[config.mk]
export PLATFORM = sky130hd
export DESIGN_NAME = ead_top
export DESIGN_NICKNAME = d
export VERILOG_FILES = /design/src/ead_pkg.sv /design/src/ead_top.sv
export VERILOG_INCLUDE_DIRS = /design/src
export SDC_FILE = /design/constraint.sdc
export NUM_CORES = 1
export LEC_CHECK = 0
export CAP_MARGIN = 20
export CORE_UTILIZATION = 52
export DETAILED_ROUTE_END_ITERATION = 6
export DONT_BUFFER_PORTS = 1
export GPL_TIMING_DRIVEN = 1
export PLACE_DENSITY = 0.67
export SYNTH_ARGS = -nofsm -noshare
export SYNTH_HDL_FRONTEND = slang
export SYNTH_SLANG_ARGS = --single-unit
[constraint.sdc]
create_clock -name clk -period 8.6 [get_ports clk]
set_input_delay 0.86 -clock clk [delete_from_list [all_inputs] [get_ports clk]]
set_output_delay 0.86 -clock clk [all_outputs]
set_load 0.01 [all_outputs]
[src/ead_map.svh]
//////////////////////////////////////////////////////////////////////////////
// Function
// - i mode memory refs are two words
// - no base names procedure base, zero low
// - v long form addresses like i mode
// - v short sector set adds pc low
// - v short sector clear picks stack/link base
// - r long cb bits choose stack or zero
// - r short: sector pc relative, else zero
// - three lookup memories, address from opcode and modal bits
// - one memory enabled onto shared outputs
// - four entry bits, sixteen microcode entries
// - nine addressing controls produced
// - decode address bits reused for ring weakening
// - decode in stage 4, registered at end
// - small displacement flag in s/r/v address
// - i mode addressing type field decoding
// - source zero means no index
// - dedicated flag for register/immediate forms
// - assist stalls front end
// - address formed stages 5 and 6
//////////////////////////////////////////////////////////////////////////////
`ifndef EAD_MAP_SVH
`define EAD_MAP_SVH

// opcode bits are numbered 1 (msb) to 16 (lsb)
`define EAD_OPB(n)          (16 - (n))
`define EAD_BIT_IND         1
`define EAD_BIT_XREG        2
`define EAD_BIT_SPC_A       4
`define EAD_BIT_SPC_B       5
`define EAD_BIT_SECTOR      7
`define EAD_BIT_TM_HI       10
`define EAD_BIT_TM_LO       11
`define EAD_BIT_SR_HI       12
`define EAD_BIT_SR_LO       14
`define EAD_BIT_BR_HI       15
`define EAD_BIT_BR_LO       16
`define EAD_SHORT_MSB       8
`define EAD_SHORT_SEL       8
`define EAD_SMALL_LIMIT     16'h0040

`define EAD_ENTRY_NONE      4'h0
`define EAD_ENTRY_IND32     4'h1
`define EAD_ENTRY_IND_V     4'h2
`define EAD_ENTRY_IND_SR    4'h3
`define EAD_ENTRY_STACK     4'h4
`define EAD_ENTRY_POST      4'h5
`define EAD_ENTRY_UNIMPL    4'hf

`define EAD_REG_CTRL        8'h00
`define EAD_REG_STATUS      8'h04
`define EAD_REG_EA          8'h08
`define EAD_REG_UNIMPL      8'h0c
`define EAD_REG_ASSIST      8'h10
`define EAD_CTRL_RESET      2'h1
`define EAD_RESP_OKAY       2'h0
`define EAD_RESP_SLVERR     2'h2

`endif

[src/ead_pkg.sv]
package ead_pkg;

  typedef enum logic [2:0] {
    EAD_BASE_ZERO,
    EAD_BASE_PROC,
    EAD_BASE_STACK,
    EAD_BASE_LINK,
    EAD_BASE_EXTRA,
    EAD_BASE_PC,
    EAD_BASE_GREG
  } ead_base_type;

  typedef struct packed {
    logic         via_pointer;
    logic         two_word;
    logic         index_after;
    logic         index_before;
    logic         index_plain;
    logic         reg_or_immediate_flag;
    logic         address_trap_enable;
    logic         decode_addr_bit_a;
    logic         decode_addr_bit_b;
    logic         assist_request;
    logic         unimpl;
    logic [3:0]   entry;
    ead_base_type base_sel;
    logic [15:0]  disp;
  } ead_ctrl_type;

  typedef struct packed {
    ead_ctrl_type ctl4;
    logic         v4;
    logic         v5;
    logic         v6;
    logic         rr5;
    logic [15:0]  sum5;
    logic [15:0]  disp5;
    logic [15:0]  ea6;
    logic         stall;
    logic [1:0]   ctrl;
    logic [15:0]  unimpl_cnt;
    logic [15:0]  assist_cnt;
    logic         aw_got;
    logic [7:0]   aw_addr;
    logic         w_got;
    logic [31:0]  w_data;
    logic [3:0]   w_strb;
    logic         bvalid;
    logic [1:0]   bresp;
    logic         rvalid;
    logic [31:0]  rdata;
    logic [1:0]   rresp;
  } ead_state_type;

endpackage : ead_pkg

[src/ead_top.sv]
// Local design decisions: the address map and the AXI4-Lite interface to the registers.
`include "ead_map.svh"

module ead_top
  import ead_pkg::*;
(
  input  wire logic        clk,                   // pipeline clock
  input  wire logic        reset,                 // async reset, high
  input  wire logic        beat,                  // pipeline advance pulse
  input  wire logic        stage4_valid,          // instruction present in stage 4
  input  wire logic [15:0] opcode_word,           // first instruction word
  input  wire logic [15:0] second_word,           // second instruction word
  input  wire logic        addr_modal_bit_one,    // modal bit, mode msb
  input  wire logic        addr_modal_bit_two,    // modal bit, mode lsb
  input  wire logic        long_form,             // s/r/v two-word instruction
  input  wire logic        assist_done,           // decode step ends assist
  input  wire logic [15:0] stack_base_low,        // stack base low word
  input  wire logic [15:0] link_base_low,         // link base low word
  input  wire logic [15:0] extra_base_low,        // extra base low word
  input  wire logic [15:0] pc_low_word,           // program counter low word
  input  wire logic [15:0] general_reg_value,     // selected general register
  input  wire logic [15:0] index_value,           // selected index register
  output logic             via_pointer,           // indirect addressing
  output logic             two_word,              // instruction is long
  output logic             index_after_pointer_flag,  // post-indexed
  output logic             index_before_pointer_flag, // pre-indexed
  output logic             reg_or_immediate_flag, // register/immediate form
  output logic             address_trap_enable,   // address traps enabled
  output logic             decode_addr_bit_a,     // decode bit, ring weaken
  output logic             decode_addr_bit_b,     // decode bit, ring weaken
  output logic             assist_request,        // microcode assist wanted
  output logic [3:0]       entry_point,           // microcode entry
  output logic [1:0]       ring_weaken,           // to protection logic
  output logic             front_end_stall,       // hold front end
  output logic [2:0]       base_select,           // base register choice
  output logic [2:0]       register_select,       // general/index register
  output logic [15:0]      effective_address,     // stage 6 address
  output logic             address_valid,         // effective_address valid
  input  wire logic [7:0]  s_axi_awaddr,          // write address
  input  wire logic        s_axi_awvalid,         // write address valid
  output logic             s_axi_awready,         // write address ready
  input  wire logic [31:0] s_axi_wdata,           // write data
  input  wire logic [3:0]  s_axi_wstrb,           // write strobes
  input  wire logic        s_axi_wvalid,          // write data valid
  output logic             s_axi_wready,          // write data ready
  output logic [1:0]       s_axi_bresp,           // write response
  output logic             s_axi_bvalid,          // write response valid
  input  wire logic        s_axi_bready,          // write response ready
  input  wire logic [7:0]  s_axi_araddr,          // read address
  input  wire logic        s_axi_arvalid,         // read address valid
  output logic             s_axi_arready,         // read address ready
  output logic [31:0]      s_axi_rdata,           // read data
  output logic [1:0]       s_axi_rresp,           // read response
  output logic             s_axi_rvalid,          // read data valid
  input  wire logic        s_axi_rready           // read data ready
);

  ////////////////////////////////////////////////////////////////////////////
  // decode memories, kept as constant tables

  // s/r memory: {am1, am2, long, small, ind, cb15, cb16, sector}
  function automatic ead_ctrl_type ead_sr_mem(input logic [7:0] a);
    ead_ctrl_type c;
    c = '0;
    c.two_word      = a[5];
    c.via_pointer   = a[3];
    if (a[5]) begin
      if (a[2:1] == 2'h3) begin
        c.base_sel = EAD_BASE_STACK;
      end else begin
        c.base_sel = EAD_BASE_ZERO;
      end
    end else if (a[0]) begin
      c.base_sel = EAD_BASE_PC;
    end else begin
      c.base_sel = EAD_BASE_ZERO;
    end
    c.address_trap_enable = a[4] & ~a[5] & ~a[0];
    if (c.via_pointer) begin
      c.assist_request = 1'b1;
      c.entry          = `EAD_ENTRY_IND_SR;
    end else if (c.base_sel == EAD_BASE_STACK) begin
      c.assist_request = 1'b1;
      c.entry          = `EAD_ENTRY_STACK;
    end
    c.decode_addr_bit_a = c.entry[1];
    c.decode_addr_bit_b = c.entry[0];
    return c;
  endfunction : ead_sr_mem

  // v memory: {long, small, sector, ind, xreg, short_sel}
  function automatic ead_ctrl_type ead_v_mem(input logic [5:0] a);
    ead_ctrl_type c;
    c = '0;
    c.two_word    = a[5];
    c.via_pointer = a[2];
    c.index_plain = a[1] & ~a[2];
    c.index_after = a[1] & a[2];
    if (a[5]) begin
      c.base_sel = EAD_BASE_PROC;
    end else if (a[3]) begin
      c.base_sel = EAD_BASE_PC;
    end else begin
      c.base_sel = a[0] ? EAD_BASE_LINK : EAD_BASE_STACK;
      c.address_trap_enable = a[4];
    end
    if (c.via_pointer) begin
      c.assist_request = 1'b1;
      c.entry          = c.index_after ? `EAD_ENTRY_POST : `EAD_ENTRY_IND_V;
    end else if (c.base_sel == EAD_BASE_STACK) begin
      c.assist_request = 1'b1;
      c.entry          = `EAD_ENTRY_STACK;
    end
    c.decode_addr_bit_a = c.entry[2];
    c.decode_addr_bit_b = c.entry[0];
    return c;
  endfunction : ead_v_mem

  // i memory: {special, tm[1:0], sr[2:0], br[1:0]}
  function automatic ead_ctrl_type ead_i_mem(input logic [7:0] a);
    ead_ctrl_type c;
    logic         spc;
    logic [1:0]   tm;
    logic [2:0]   sr;
    logic [1:0]   br;
    logic         bad;
    c   = '0;
    spc = a[7];
    tm  = a[6:5];
    sr  = a[4:2];
    br  = a[1:0];
    bad = 1'b0;
    c.two_word = 1'b1;
    case (tm)
      2'h3, 2'h2: begin
        c.via_pointer    = 1'b1;
        c.index_after    = (tm == 2'h3) && (sr != 3'h0);
        c.index_before   = (tm == 2'h2) && (sr != 3'h0);
        c.assist_request = 1'b1;
        c.entry          = `EAD_ENTRY_IND32;
        c.address_trap_enable = 1'b1;
      end
      2'h1: begin
        c.index_plain = (sr != 3'h0);
        c.address_trap_enable = 1'b1;
      end
      default: begin
        c.reg_or_immediate_flag = 1'b1;
        c.base_sel = EAD_BASE_ZERO;
        case (br)
          2'h0: begin
            bad = spc;
            c.base_sel = EAD_BASE_GREG;
            {c.decode_addr_bit_a, c.decode_addr_bit_b} = 2'h1;
          end
          2'h1: begin
            bad = spc;
            {c.decode_addr_bit_a, c.decode_addr_bit_b} = (sr == 3'h0) ? 2'h3 : 2'h2;
          end
          2'h2: begin
            if (!spc || sr[2] || (sr == 3'h2)) begin
              bad = 1'b1;
            end else if (sr == 3'h0) begin
              {c.decode_addr_bit_a, c.decode_addr_bit_b} = 2'h3;
            end else begin
              c.base_sel = EAD_BASE_GREG;
              {c.decode_addr_bit_a, c.decode_addr_bit_b} = 2'h1;
            end
          end
          default: bad = 1'b1;
        endcase
      end
    endcase
    if (tm != 2'h0) begin
      case (br)
        2'h0:    c.base_sel = EAD_BASE_PROC;
        2'h1:    c.base_sel = EAD_BASE_STACK;
        2'h2:    c.base_sel = EAD_BASE_LINK;
        default: c.base_sel = EAD_BASE_EXTRA;
      endcase
      if (c.base_sel == EAD_BASE_STACK && !c.assist_request) begin
        c.assist_request = 1'b1;
        c.entry          = `EAD_ENTRY_STACK;
      end
    end
    if (bad) begin
      c       = '0;
      c.unimpl = 1'b1;
      c.entry  = `EAD_ENTRY_UNIMPL;
      c.decode_addr_bit_a = 1'b1;
    end
    return c;
  endfunction : ead_i_mem

  ////////////////////////////////////////////////////////////////////////////
  // decode address formation and memory selection

  logic [1:0]   mode;
  logic         small_displacement;
  logic [15:0]  short_disp;
  logic [15:0]  disp_sel;
  logic [7:0]   sr_addr;
  logic [5:0]   v_addr;
  logic [7:0]   i_addr;
  logic [2:0]   mem_en;
  ead_ctrl_type mem_out [3];
  ead_ctrl_type shared_bus;

  assign mode       = {addr_modal_bit_one, addr_modal_bit_two};
  assign short_disp = {{7{opcode_word[`EAD_SHORT_MSB]}}, opcode_word[8:0]};
  always_comb begin
    if (mode == 2'h3 || long_form) begin
      disp_sel = second_word;
    end else if (mode == 2'h2 && !opcode_word[`EAD_OPB(`EAD_BIT_SECTOR)]) begin
      disp_sel = {8'h00, opcode_word[7:0]};
    end else begin
      disp_sel = short_disp;
    end
  end
  assign small_displacement = (disp_sel < `EAD_SMALL_LIMIT);

  assign sr_addr = {addr_modal_bit_one, addr_modal_bit_two, long_form,
                    small_displacement,
                    opcode_word[`EAD_OPB(`EAD_BIT_IND)],
                    opcode_word[`EAD_OPB(`EAD_BIT_BR_HI)],
                    opcode_word[`EAD_OPB(`EAD_BIT_BR_LO)],
                    opcode_word[`EAD_OPB(`EAD_BIT_SECTOR)]};
  assign v_addr  = {long_form, small_displacement,
                    opcode_word[`EAD_OPB(`EAD_BIT_SECTOR)],
                    opcode_word[`EAD_OPB(`EAD_BIT_IND)],
                    opcode_word[`EAD_OPB(`EAD_BIT_XREG)],
                    opcode_word[`EAD_OPB(`EAD_SHORT_SEL)]};
  assign i_addr  = {opcode_word[`EAD_OPB(`EAD_BIT_SPC_A)]
                      & opcode_word[`EAD_OPB(`EAD_BIT_SPC_B)],
                    opcode_word[`EAD_OPB(`EAD_BIT_TM_HI):`EAD_OPB(`EAD_BIT_TM_LO)],
                    opcode_word[`EAD_OPB(`EAD_BIT_SR_HI):`EAD_OPB(`EAD_BIT_SR_LO)],
                    opcode_word[`EAD_OPB(`EAD_BIT_BR_HI):`EAD_OPB(`EAD_BIT_BR_LO)]};

  assign mem_en[0] = (mode == 2'h0) || (mode == 2'h1);
  assign mem_en[1] = (mode == 2'h2);
  assign mem_en[2] = (mode == 2'h3);

  // each memory gates its own word, the shared lines are the or of them
  genvar gi;
  generate
    for (gi = 0; gi < 3; gi++) begin : g_mem
      ead_ctrl_type raw;
      if (gi == 0) begin : g_sr
        assign raw = ead_sr_mem(sr_addr);
      end else if (gi == 1) begin : g_v
        assign raw = ead_v_mem(v_addr);
      end else begin : g_i
        assign raw = ead_i_mem(i_addr);
      end
      assign mem_out[gi] = mem_en[gi] ? raw : '0;
    end
  endgenerate

  always_comb begin
    shared_bus      = mem_out[0] | mem_out[1] | mem_out[2];
    shared_bus.disp = disp_sel;
  end

  ////////////////////////////////////////////////////////////////////////////
  // pipeline stages and register slave

  ead_state_type s_q;
  ead_state_type s_d;
  logic [15:0]   base_val;
  logic          wr_fire;
  logic          rd_fire;
  logic          assist_set;
  logic [31:0]   rd_word;
  logic          rd_hit;
  logic          wr_hit;

  always_comb begin
    case (s_q.ctl4.base_sel)
      EAD_BASE_STACK: base_val = stack_base_low;
      EAD_BASE_LINK:  base_val = link_base_low;
      EAD_BASE_EXTRA: base_val = extra_base_low;
      EAD_BASE_PC:    base_val = pc_low_word;
      EAD_BASE_GREG:  base_val = general_reg_value;
      default:        base_val = 16'h0000;
    endcase
  end

  // writes wait for both channels; either may arrive first
  assign wr_fire = s_q.aw_got && s_q.w_got && !s_q.bvalid;
  assign rd_fire = s_axi_arvalid && s_axi_arready;

  always_comb begin
    rd_hit = 1'b1;
    case (s_axi_araddr)
      `EAD_REG_CTRL:   rd_word = {30'h0, s_q.ctrl};
      `EAD_REG_STATUS: rd_word = {16'h0, s_q.stall, s_q.v6, s_q.ctl4.entry,
                                  s_q.ctl4.via_pointer, s_q.ctl4.two_word,
                                  s_q.ctl4.index_after, s_q.ctl4.index_before,
                                  s_q.ctl4.reg_or_immediate_flag,
                                  s_q.ctl4.address_trap_enable,
                                  s_q.ctl4.decode_addr_bit_a,
                                  s_q.ctl4.decode_addr_bit_b,
                                  s_q.ctl4.assist_request, s_q.ctl4.unimpl};
      `EAD_REG_EA:     rd_word = {16'h0, s_q.ea6};
      `EAD_REG_UNIMPL: rd_word = {16'h0, s_q.unimpl_cnt};
      `EAD_REG_ASSIST: rd_word = {16'h0, s_q.assist_cnt};
      default: begin
        rd_word = 32'h0000_0000;
        rd_hit  = 1'b0;
      end
    endcase
  end

  always_comb begin
    case (s_q.aw_addr)
      `EAD_REG_CTRL, `EAD_REG_STATUS, `EAD_REG_EA,
      `EAD_REG_UNIMPL, `EAD_REG_ASSIST: wr_hit = 1'b1;
      default:                          wr_hit = 1'b0;
    endcase
  end

  // stage 4 captures only while the front end runs
  // a forced assist stalls too, so the sequencer never runs with the front end live
  assign assist_set = beat && stage4_valid && !s_q.stall
                      && (shared_bus.assist_request || s_q.ctrl[1]);

  always_comb begin
    s_d = s_q;
    if (beat && !s_q.stall) begin
      s_d.v4 = stage4_valid;
      if (stage4_valid) begin
        s_d.ctl4 = shared_bus;
        if (s_q.ctrl[1]) begin
          s_d.ctl4.assist_request = 1'b1;
        end
        if (shared_bus.unimpl) begin
          s_d.unimpl_cnt = s_q.unimpl_cnt + 16'h0001;
        end
      end
    end
    if (beat) begin
      // stage 5: base plus index, sum recomputed on every beat even while stalled
      s_d.v5    = s_q.v4 && !s_q.stall;
      s_d.rr5   = s_q.ctl4.reg_or_immediate_flag && (s_q.ctl4.base_sel == EAD_BASE_GREG);
      s_d.disp5 = s_q.ctl4.disp;
      s_d.sum5  = base_val + ((s_q.ctl4.index_before || s_q.ctl4.index_plain)
                              ? index_value : 16'h0000);
      // stage 6: displacement added, post index left to phase two
      s_d.v6 = s_q.v5;
      if (s_q.v5) begin
        s_d.ea6 = s_q.rr5 ? s_q.sum5 : s_q.sum5 + s_q.disp5;
      end
    end
    // the done pulse always clears the stall; a new request waits until it is low
    s_d.stall = (s_q.stall && !assist_done) || assist_set;
    if (assist_set) begin
      s_d.assist_cnt = s_q.assist_cnt + 16'h0001;
    end

    if (s_axi_awvalid && !s_q.aw_got) begin
      s_d.aw_got  = 1'b1;
      s_d.aw_addr = s_axi_awaddr;
    end
    if (s_axi_wvalid && !s_q.w_got) begin
      s_d.w_got  = 1'b1;
      s_d.w_data = s_axi_wdata;
      s_d.w_strb = s_axi_wstrb;
    end
    if (wr_fire) begin
      s_d.aw_got = 1'b0;
      s_d.w_got  = 1'b0;
      s_d.bvalid = 1'b1;
      s_d.bresp  = wr_hit ? `EAD_RESP_OKAY : `EAD_RESP_SLVERR;
      if (s_q.aw_addr == `EAD_REG_CTRL && s_q.w_strb[0]) begin
        s_d.ctrl = s_q.w_data[1:0];
      end
      // counters clear on write, but a same-cycle count still lands
      if (s_q.aw_addr == `EAD_REG_UNIMPL && s_q.w_strb[0]) begin
        s_d.unimpl_cnt = (s_d.unimpl_cnt != s_q.unimpl_cnt) ? 16'h0001 : 16'h0000;
      end
      if (s_q.aw_addr == `EAD_REG_ASSIST && s_q.w_strb[0]) begin
        s_d.assist_cnt = assist_set ? 16'h0001 : 16'h0000;
      end
    end
    if (s_q.bvalid && s_axi_bready) begin
      s_d.bvalid = 1'b0;
    end
    if (rd_fire) begin
      s_d.rvalid = 1'b1;
      s_d.rdata  = rd_word;
      s_d.rresp  = rd_hit ? `EAD_RESP_OKAY : `EAD_RESP_SLVERR;
    end else if (s_q.rvalid && s_axi_rready) begin
      s_d.rvalid = 1'b0;
    end
  end

  always_ff @(posedge clk or posedge reset) begin
    if (reset) begin
      s_q      <= '0;
      s_q.ctrl <= `EAD_CTRL_RESET;
    end else begin
      s_q <= s_d;
    end
  end

  ////////////////////////////////////////////////////////////////////////////
  // outputs

  assign via_pointer               = s_q.ctl4.via_pointer;
  assign two_word                  = s_q.ctl4.two_word;
  assign index_after_pointer_flag  = s_q.ctl4.index_after;
  assign index_before_pointer_flag = s_q.ctl4.index_before;
  assign reg_or_immediate_flag     = s_q.ctl4.reg_or_immediate_flag;
  // software can mask traps without touching the tables
  assign address_trap_enable       = s_q.ctl4.address_trap_enable & s_q.ctrl[0];
  assign decode_addr_bit_a         = s_q.ctl4.decode_addr_bit_a;
  assign decode_addr_bit_b         = s_q.ctl4.decode_addr_bit_b;
  assign assist_request            = s_q.ctl4.assist_request && s_q.v4;
  assign entry_point               = s_q.ctl4.entry;
  assign ring_weaken               = {s_q.ctl4.decode_addr_bit_a,
                                      s_q.ctl4.decode_addr_bit_b};
  assign front_end_stall           = s_q.stall;
  assign base_select               = s_q.ctl4.base_sel;
  assign register_select           = opcode_word[`EAD_OPB(`EAD_BIT_SR_HI):
                                                 `EAD_OPB(`EAD_BIT_SR_LO)];
  assign effective_address         = s_q.ea6;
  assign address_valid             = s_q.v6;

  assign s_axi_awready = !s_q.aw_got;
  assign s_axi_wready  = !s_q.w_got;
  assign s_axi_bvalid  = s_q.bvalid;
  assign s_axi_bresp   = s_q.bresp;
  assign s_axi_arready = !s_q.rvalid;
  assign s_axi_rvalid  = s_q.rvalid;
  assign s_axi_rdata   = s_q.rdata;
  assign s_axi_rresp   = s_q.rresp;

endmodule : ead_top

Word-level counts from Yosys, hierarchy flattened
Cells that the tools add are included.

Register bits: 205. Bits of input ports: 193. Output and inout port bits: 80.

Add/subtract/negate cells: 4. Order comparisons: 1. Equality and inequality tests: 27. Mux-type cells: 72. Bitwise logic cells: 11. Reductions and logical operators: 57.

Operators by type and width (number): 2-to-1 mux 16 bit (10); case mux 16 bit (5 select lines) (2); 2-to-1 mux 34 bit (4); OR 34 bit (2); 2-to-1 mux 3 bit (14); 2-to-1 mux 37 bit (1); 2-to-1 mux 33 bit (1); adder 16 x 1 -> 16 bit, second input constant (2); adder 16 bit (2); equality test 8 x 4 -> 1 bit, second input constant (4); 2-to-1 mux 1 bit (26); logical AND 1 bit (22); equality test 3 x 2 -> 1 bit, second input constant (6); equality test 8 x 3 -> 1 bit, second input constant (2); equality test 8 x 5 -> 1 bit, second input constant (2); logical NOT 8 bit (2); less-than comparator 16 x 7 -> 1 bit, second input constant (1); != test 16 bit (1); 2-to-1 mux 2 bit (7); equality test 2 bit, second input constant (6); nonzero test 2 bit (5); OR reduction 5 bit (2); equality test 3 bit, second input constant (3); logical NOT 1 bit (9); other kinds (17) (36).

Logic depth before layout (Yosys ltp)
Gate-level depths: netlist (run 1).

Depth after elaboration: 18. Depth in mapped cells: 15.

Worst setup path before layout (run 1)
Ideal clock, no wire load.

Path kind: input-to-reg. Start point: input general_reg_value[0]. End point: register s_q[165] in the netlist's numbering. Setup time: 0.120 ns. Arrival time: 3.321 ns. Data required time: 8.480 ns. Slack: 5.158 ns. Stages on the path: 12. Path through: a22o_1 a221o_1 ha_1 fa_1 a21o_1 a21oi_1 o21ai_0 nor3_1 o21ai_0 o311ai_0 a31oi_1 a41o_1.

Word-level cells in the longest chain between the ends: 2.

RTL lines: start, declared (RTL line ead_top.sv:21) `input wire logic [15:0] general_reg_value,`; case mux 16 bit (5 select lines) (RTL line ead_top.sv:278) `case (s_q.ctl4.base_sel)`; adder 16 bit (RTL line ead_top.sv:346) `s_d.sum5 = base_val + ((s_q.ctl4.index_before || s_q.ctl4.index_plain)`; end, declared (RTL line ead_top.sv:267) `ead_state_type s_q;`.

Every way passes these cells. A chain may end at the register's enable or synchronous reset.

Final worst setup path (run 1)
Start point: register s_q (netlist bit base_select[2]). End point: register s_q[165] in the netlist's numbering.

Word-level cells in the longest chain between the ends: 3. Elaborated cells on any way between the ends: 7. Classes of those cells: add/sub (1); eq/ne (5); mux (1).

RTL lines (RTL line): equality test 3 bit or equality test 3 x 2 -> 1 bit (tied branches) (ead_top.sv:278); case mux 16 bit (5 select lines) * (ead_top.sv:278); adder 16 bit * (ead_top.sv:346).

Every way passes the cells marked *; elsewhere a longest branch is shown, timed or not.

==> flow_summary_export.csv, run 1 <==
group,metric,value,unit
setup_path,worst_path_max_delay_cell,"dfrtp_1",
setup_path,r2r_end,"s_q[165]",
finish,fin_cells,1215,
die,die_w,138,um
sta,setup_violations,0,
setup_path,reg2reg_depth,13,
sta,slew_headroom,0.292,
clock_network,h-tree-depth,4,
drt,first_pass_iters,7,
drt,post_drt_wl_per_cell,20.0,um
synthesis,synth_seq_cells,153,
setup_path,critPathTopFamily,"compound AO/OA/AOI/OAI gates",
placement,dp.cells,1183,
synthesis,avgSynthCellArea,9.20,um2
clock_network,cts_resized,0,
sta,worst_pin_slew,1.06,ns
drt,drtAntennaViolNets,0,
synthesis,synth_warnings,0,
drt,initialDrtViolationCount,775,
setup_path,cp_cell_sequence,"nand2b_1 > nor2_1 > a221o_1 > ha_1 > fa_1 > a21o_1 > a21oi_1 > o21ai_0 > nor3_1 > o21ai_0 > o311ai_0 > a31oi_1 > a41o_1",
drt,drc,39,
run_status,violations,"design-rule violations",
drt,vias,7436,
synthesis,syn_inst,1051,
clock_network,post-cts-setup-buffer-count,0,
synthesis,synth-async-reset-ratio,1.00,
clock_network,clockRootBuffer,"clkbuf_16",
synthesis,synth.area.top_cells,"dfrtp_1 39%, buf_4 5.2%, ha_1 4.8%",
setup_path,worstSetupPathDepth,13,
placement,port_buffers,0,
finish,fillers,1611,
run_status,status,"complete, but fails checks",
sta,tns,0,ns
drt,wirelength,24300,um
grt,grt.overflow.total,0,
sta,drv_slew,0,
die,num_rows,49,
clock_network,clkLatencyLatePin,0.43,ns
sta,hold_viol_final,0,
clock_network,cts_sinks,153,
finish,area_growth,3.86,%
power,power.leakage,4.61,nW
clock_network,cts_tree,"done",
synthesis,yosys_most_used_dff,"dfrtp_1",
grt,grt_first_pass_wirelength,38800,um
die,core,18100,um2
setup_path,startpoint,"base_select[2]",
synthesis,synth.distinct_cells,71,
synthesis,netlist_area,9670,um2
die,ioPinCount,273,
setup_path,cp-endpoint,"s_q[165]",
setup_path,worstSetupPathType,"reg -> reg",
flow_run,drv_cap,0,
synthesis,netlist.area_leader.share,0.393,
setup_path,rrSetupSlack,4.33,ns
sta,min_period,4.27,ns
setup_path,slowest_delay,0.87,ns
synthesis,ys_seq_area_frac,0.396,
setup_path,cp.arrival,4.59,ns
setup_path,worstPathRequired,8.92,ns
setup_path,regToRegStartpoint,"base_select[2]",
sta,fmax,234,MHz
die,fp.dieArea,19100,um2
setup_path,cp_common_cell,"o21ai_0",
grt,first_global_vias,7275,
grt,grt_use_total,0.260,
setup_path,critical_path.max_fanout,21,
grt,antenna_found_initial,1,
power,total_power,2.76,mW
setup_path,crit_buf_inv,0,
sta,period_share,0.496,
finish,nets,1205,
clock_network,clockBufferDepth,2,
placement,dp_hpwl,18300,um
clock_network,cts_hold_buf,0,
clock_network,clk_pin_slew,0.06,ns
placement,place_congestion,0.896,
synthesis,yosysTopAreaCell,"dfrtp_1",
power,power.density,275,nW/um2
sta,skew,0.00641,ns
power,peakVddDrop,0.000111,V
sta,rsz0062_at_grt,"false",
setup_path,crit_path_end_kind,"flip-flop",
hold_path,hold_path.class,"in -> async",
die,die_h,138,um
finish,drive_above_1_share,0.0934,
die,initial_core_util,0.535,
drt,vias_per_cell,6.12,
clock_network,numCtsBuffers,17,
synthesis,synth_edf_count,0,
grt,grt_max_degree,86,
setup_path,crit_path_start_kind,"flip-flop",
-- registers in the layout, summed over array words and instances, names as in the netlist --
register and count:
address_valid 1, base_select 3, decode_addr_bit_a 1, decode_addr_bit_b 1, effective_address 16, entry_point 3, front_end_stall 1, index_after_pointer_flag 1
index_before_pointer_flag 1, reg_or_immediate_flag 1, s_axi_bresp 1, s_axi_bvalid 1, s_axi_rdata 16, s_axi_rresp 1, s_axi_rvalid 1, s_q 102
two_word 1, via_pointer 1
-- cell usage after synthesis, drive strengths merged (23+ instances only) --
library cell	instances
nand2	113
a21oi	59
mux2	40
inv	26
buf	79
dfrtp	152
nor2	103
a22o	32
ha	37
mux2i	23
clkbuf	42
xnor2	27
nor2b	33
o21ai	62
-- worst min-delay path by stage --
stage / slack [ns] / to / startpoint / cells past startpoint
2_1_floorplan: 0.44 / s_q[179] / s_q[179] / 2
3_3_place_gp: 0.46 / s_q[185] / s_q[185] / 2
3_5_place_dp: 0.46 / s_q[185] / s_q[185] / 2
4_1_cts: 0.47 / s_q[80] / reset / 1
5_1_grt: 0.49 / s_q[81] / reset / 1
6_report: 0.43 / s_q[80] / reset / 1
-- power by group --
part,leakage (nW),total [mW],internal [mW],switching [mW]
logic,2.35,0.823,0.382,0.440
registers,1.93,1.09,0.886,0.206
clock network,0.327,0.847,0.550,0.297
total,4.61,2.76,1.82,0.944
-- worst register-to-register path, stage by stage, from the launching register on --
cell      delay, ns
dfrtp_1        0.87
nand2b_1       0.61
nor2_1         0.10
a221o_1        0.29
ha_1           0.22
fa_1           0.46
a21o_1         0.17
a21oi_1        0.26
o21ai_0        0.17
nor3_1         0.25
o21ai_0        0.15
o311ai_0       0.29
a31oi_1        0.13
a41o_1         0.20
-- stage by stage --
stage,setup WS (ns),utilization,hold slack [ns],instance area [um2]
floorplan,3.62,-,0.444,9730
global route,3.92,0.555,0.488,10000
detailed placement,4.38,0.518,0.465,9380
finish,4.33,0.555,0.430,10000
global placement,4.44,0.518,0.461,9380
CTS,4.36,0.555,0.467,10000
-- per-layer routing --
layer  up-vias  track usage  routed length [um]
met5         -            0                   0
met4         0       0.0905                 580
met3        34       0.0731                1870
met2       301        0.429               11300
met1      3568        0.328               10500
li1       3533            -                   -
-- logic make-up (layout without fill, tap and decap cells) --
kind of cell | Yosys count | in the layout | share of synthesized area
other | 1 | 19 | 0.000388
DFF | 153 | 153 | 0.396
xor gates and xnor gates | 49 | 49 | 0.0452
muxes | 63 | 63 | 0.0704
AOI/OAI and AO/OA | 259 | 259 | 0.187
adders and majority gates | 39 | 39 | 0.0520
and+or+nand+nor | 340 | 340 | 0.165
buffers and inverters | 147 | 64 | 0.0839
-- cell usage in the layout (no fill, tap or decap), drive strengths merged, types with 19 or more instances in the layout --
cell and count:
mux2 40, xor2 22, ha 37, a22o 32, o21ai 62, clkbuf 19, nor2 103, mux2i 23
nor2b 33, nand2 113, inv 27, xnor2 27, a21oi 59, dfrtp 152
-- area by class of cell --
cell class	count	area (um2)	share of cell area
timing repair buffer	7	52.6	0.00523
inverter	26	103	0.0102
sequential	153	3830	0.381
multi-input combinational	768	5100	0.508
clock buffer	19	443	0.0441
antenna	1	2.50	0.000249
tap	229	287	0.0285
clock inverter	12	221	0.0221
Note: power is estimated with default switching activity, not from simulation.
==> inputs of run 2 (changes only) <==
--- a/config.mk
+++ b/config.mk
@@ -11,7 +11,7 @@
 export DETAILED_ROUTE_END_ITERATION = 6
 export DONT_BUFFER_PORTS = 1
 export GPL_TIMING_DRIVEN = 1
-export PLACE_DENSITY = 0.67
+export PLACE_DENSITY = 0.7
 export SYNTH_ARGS = -nofsm -noshare
 export SYNTH_HDL_FRONTEND = slang
 export SYNTH_SLANG_ARGS = --single-unit
==> constraint.sdc (replaced) <==
create_clock -name clk -period 3.8 [get_ports clk]
set_input_delay 0.38 -clock clk [delete_from_list [all_inputs] [get_ports clk]]
set_output_delay 0.38 -clock clk [all_outputs]
set_load 0.01 [all_outputs]
==> run 2 against run 1 <==
The flow still finishes with violations (design-rule violations). Non-clock buffer count grew 11. Core utilization up 0.27 points. Clock skew up 0.0030 ns. Clock power is 110% higher. Global-route usage down 0.44 points. Sequential cell count is the same. Register-to-register slack lost 4.1 ns. Via count is 0.38% higher. Critical path type unchanged.
==> flow_summary_export.csv, run 2 (synthesis gave the netlist of run 1 again) <==
group,metric,value,unit
die,initial_core_util,0.535,
sta,period_share,0.930,
power,total_power,6.12,mW
grt,grt.met1_usage,0.330,
clock_network,clockBufferDepth,2,
setup_path,r2r_end,"s_q[165]",
sta,min_period,3.53,ns
grt,grt_max_degree,82,
drt,drtAntennaViolNets,0,
drt,vias,7464,
finish,seqCellArea,3830,um2
sta,drv_slew,0,
placement,dp_slack,0.254,ns
power,combPwrFrac,0.309,
grt,grt_busiest_layer,"met2",
clock_network,clk_pin_slew,0.06,ns
sta,fmax,283,MHz
sta,slew_headroom,0.321,
power,pwr-share-seq,0.402,
clock_network,cts_tree,"done",
finish,largest_reg_flops,102,
setup_path,cp-endpoint,"s_q[165]",
placement,dp_hpwl,18100,um
setup_path,critical_path.max_fanout,6,
finish,fin_cells,1226,
grt,first_global_vias,7147,
placement,dp.cells,1193,
grt,antenna_found_initial,0,
setup_path,cp.arrival,3.85,ns
setup_path,worstPathRequired,4.11,ns
placement,place_congestion,0.893,
clock_network,h-tree-depth,4,
setup_path,reg2reg_depth,13,
finish,nets,1216,
sta,setup_violations,0,
drt,drc,26,
grt,use_met3,0.0675,
sta,tns,0,ns
die,num_rows,49,
drt,first_pass_iters,7,
grt,gr-usage-met2,0.412,
setup_path,rrSetupSlack,0.27,ns
hold_path,hold_path.class,"in -> reg",
drt,wirelength,24000,um
finish,fin_area,10100,um2
grt,grt.overflow.total,0,
die,core,18100,um2
clock_network,clockRootBuffer,"clkbuf_16",
power,switchingPower,2.11,mW
run_status,violations,"design-rule violations",
finish,final_cell_mix,"152 x dfrtp_1, 113 x nand2_1, 102 x nor2_1",
power,p_clk_frac,0.289,
power,internal_power,4.01,mW
placement,place_area,9460,um2
power,power.density,606,nW/um2
drt,initialDrtViolationCount,580,
die,die_w,138,um
setup_path,regToRegStartpoint,"base_select[0]",
hold_path,whs_path_depth,1,
finish,fillers,1582,
power,power.share.switching,0.345,
grt,grt_first_pass_wirelength,38200,um
grt,grt_use_total,0.256,
setup_path,crit_path_end_kind,"flip-flop",
placement,port_buffers,0,
die,fp.dieArea,19100,um2
clock_network,clkLatencyLatePin,0.43,ns
run_status,status,"complete, but fails checks",
finish,antenna_cells,0,
clock_network,numCtsBuffers,17,
clock_network,cts_sinks,153,
setup_path,startpoint,"base_select[0]",
power,power.leakage,4.64,nW
sta,setup_ws,0.268,ns
sta,hold_viol_final,0,
setup_path,worstSetupPathType,"reg -> reg",
die,die_h,138,um
sta,worst_pin_slew,1.01,ns
clock_network,cts_hold_buf,1,
finish,drive_above_1_share,0.101,
power,peakVddDrop,0.000290,V
die,ioPinCount,273,
clock_network,post-cts-setup-buffer-count,0,
sta,skew,0.00946,ns
clock_network,cts_resized,0,
drt,vias_per_cell,6.09,
sta,rsz0062_at_grt,"false",
setup_path,crit_path_start_kind,"flip-flop",
finish,largest-register,"s_q",
finish,mostFrequentLayoutCell,"dfrtp_1",
finish,area_growth,4.36,%
drt,post_drt_wl_per_cell,19.6,um
flow_run,drv_cap,0,
finish,multi_input_area,5100,um2
-- run 2: cell count changes in the layout (fill, tap and decap cells not counted), sizes merged --
cell,delta
buf,+10
bufinv,-3
clkbuf,+6
clkinv,-1
clkinvlp,+1
diode,-1
dlygate4sd3,+1
inv,-2
-- run 2: layout make-up --
class,count,share of cell area
multi-input combinational,768,0.506
sequential,153,0.380
tap,229,0.0284
clock buffer,25,0.0501
timing repair buffer,18,0.0149
inverter,26,0.0100
clock inverter,7,0.0113
-- run 2: worst min-delay path by stage --
stage | startpoint | endpoint | slack [ns]
floorplan | s_q[179] | s_q[179] | 0.44
global placement | reset | s_q[86] | 0.42
detailed placement | reset | s_q[86] | 0.41
CTS | s_axi_rready | s_axi_rvalid | 0.05
global route | beat | s_q[159] | 0.05
finish | s_axi_rready | s_axi_rvalid | 0.05
-- run 2: power by group through the flow --
stage	Sequential (mW)	Clock (mW)	Combinational, mW
floorplan	2.25	0	1.76
global placement	2.47	0	1.83
detailed placement	2.49	0	1.87
CTS	2.46	1.78	1.89
global route	2.51	1.84	2.13
finish	2.46	1.77	1.89
-- run 2: per-layer routing --
metal	up-vias	part of all wire
met5	-	0
met4	0	0.026
met3	37	0.079
met2	299	0.46
met1	3587	0.43
li1	3541	-
-- run 2: metrics by stage --
| step | hold slack (ns) | utilization |
|---|---|---|
| finish | 0.0528 | 0.558 |
| global route | 0.0502 | 0.558 |
| CTS | 0.0482 | 0.558 |
| detailed placement | 0.412 | 0.523 |
| global placement | 0.421 | 0.523 |
| floorplan | 0.444 | - |
-- run 2: worst max-delay path, stage by stage (launching register included) --
cell	delay (ns)
dfrtp_1	0.48
nor2b_1	0.19
a22o_1	0.18
a221o_1	0.30
ha_1	0.22
fa_1	0.46
a21o_1	0.17
a21oi_1	0.25
o21ai_0	0.16
nor3_1	0.25
o21ai_0	0.14
o311ai_0	0.28
a31oi_1	0.12
a41o_1	0.21
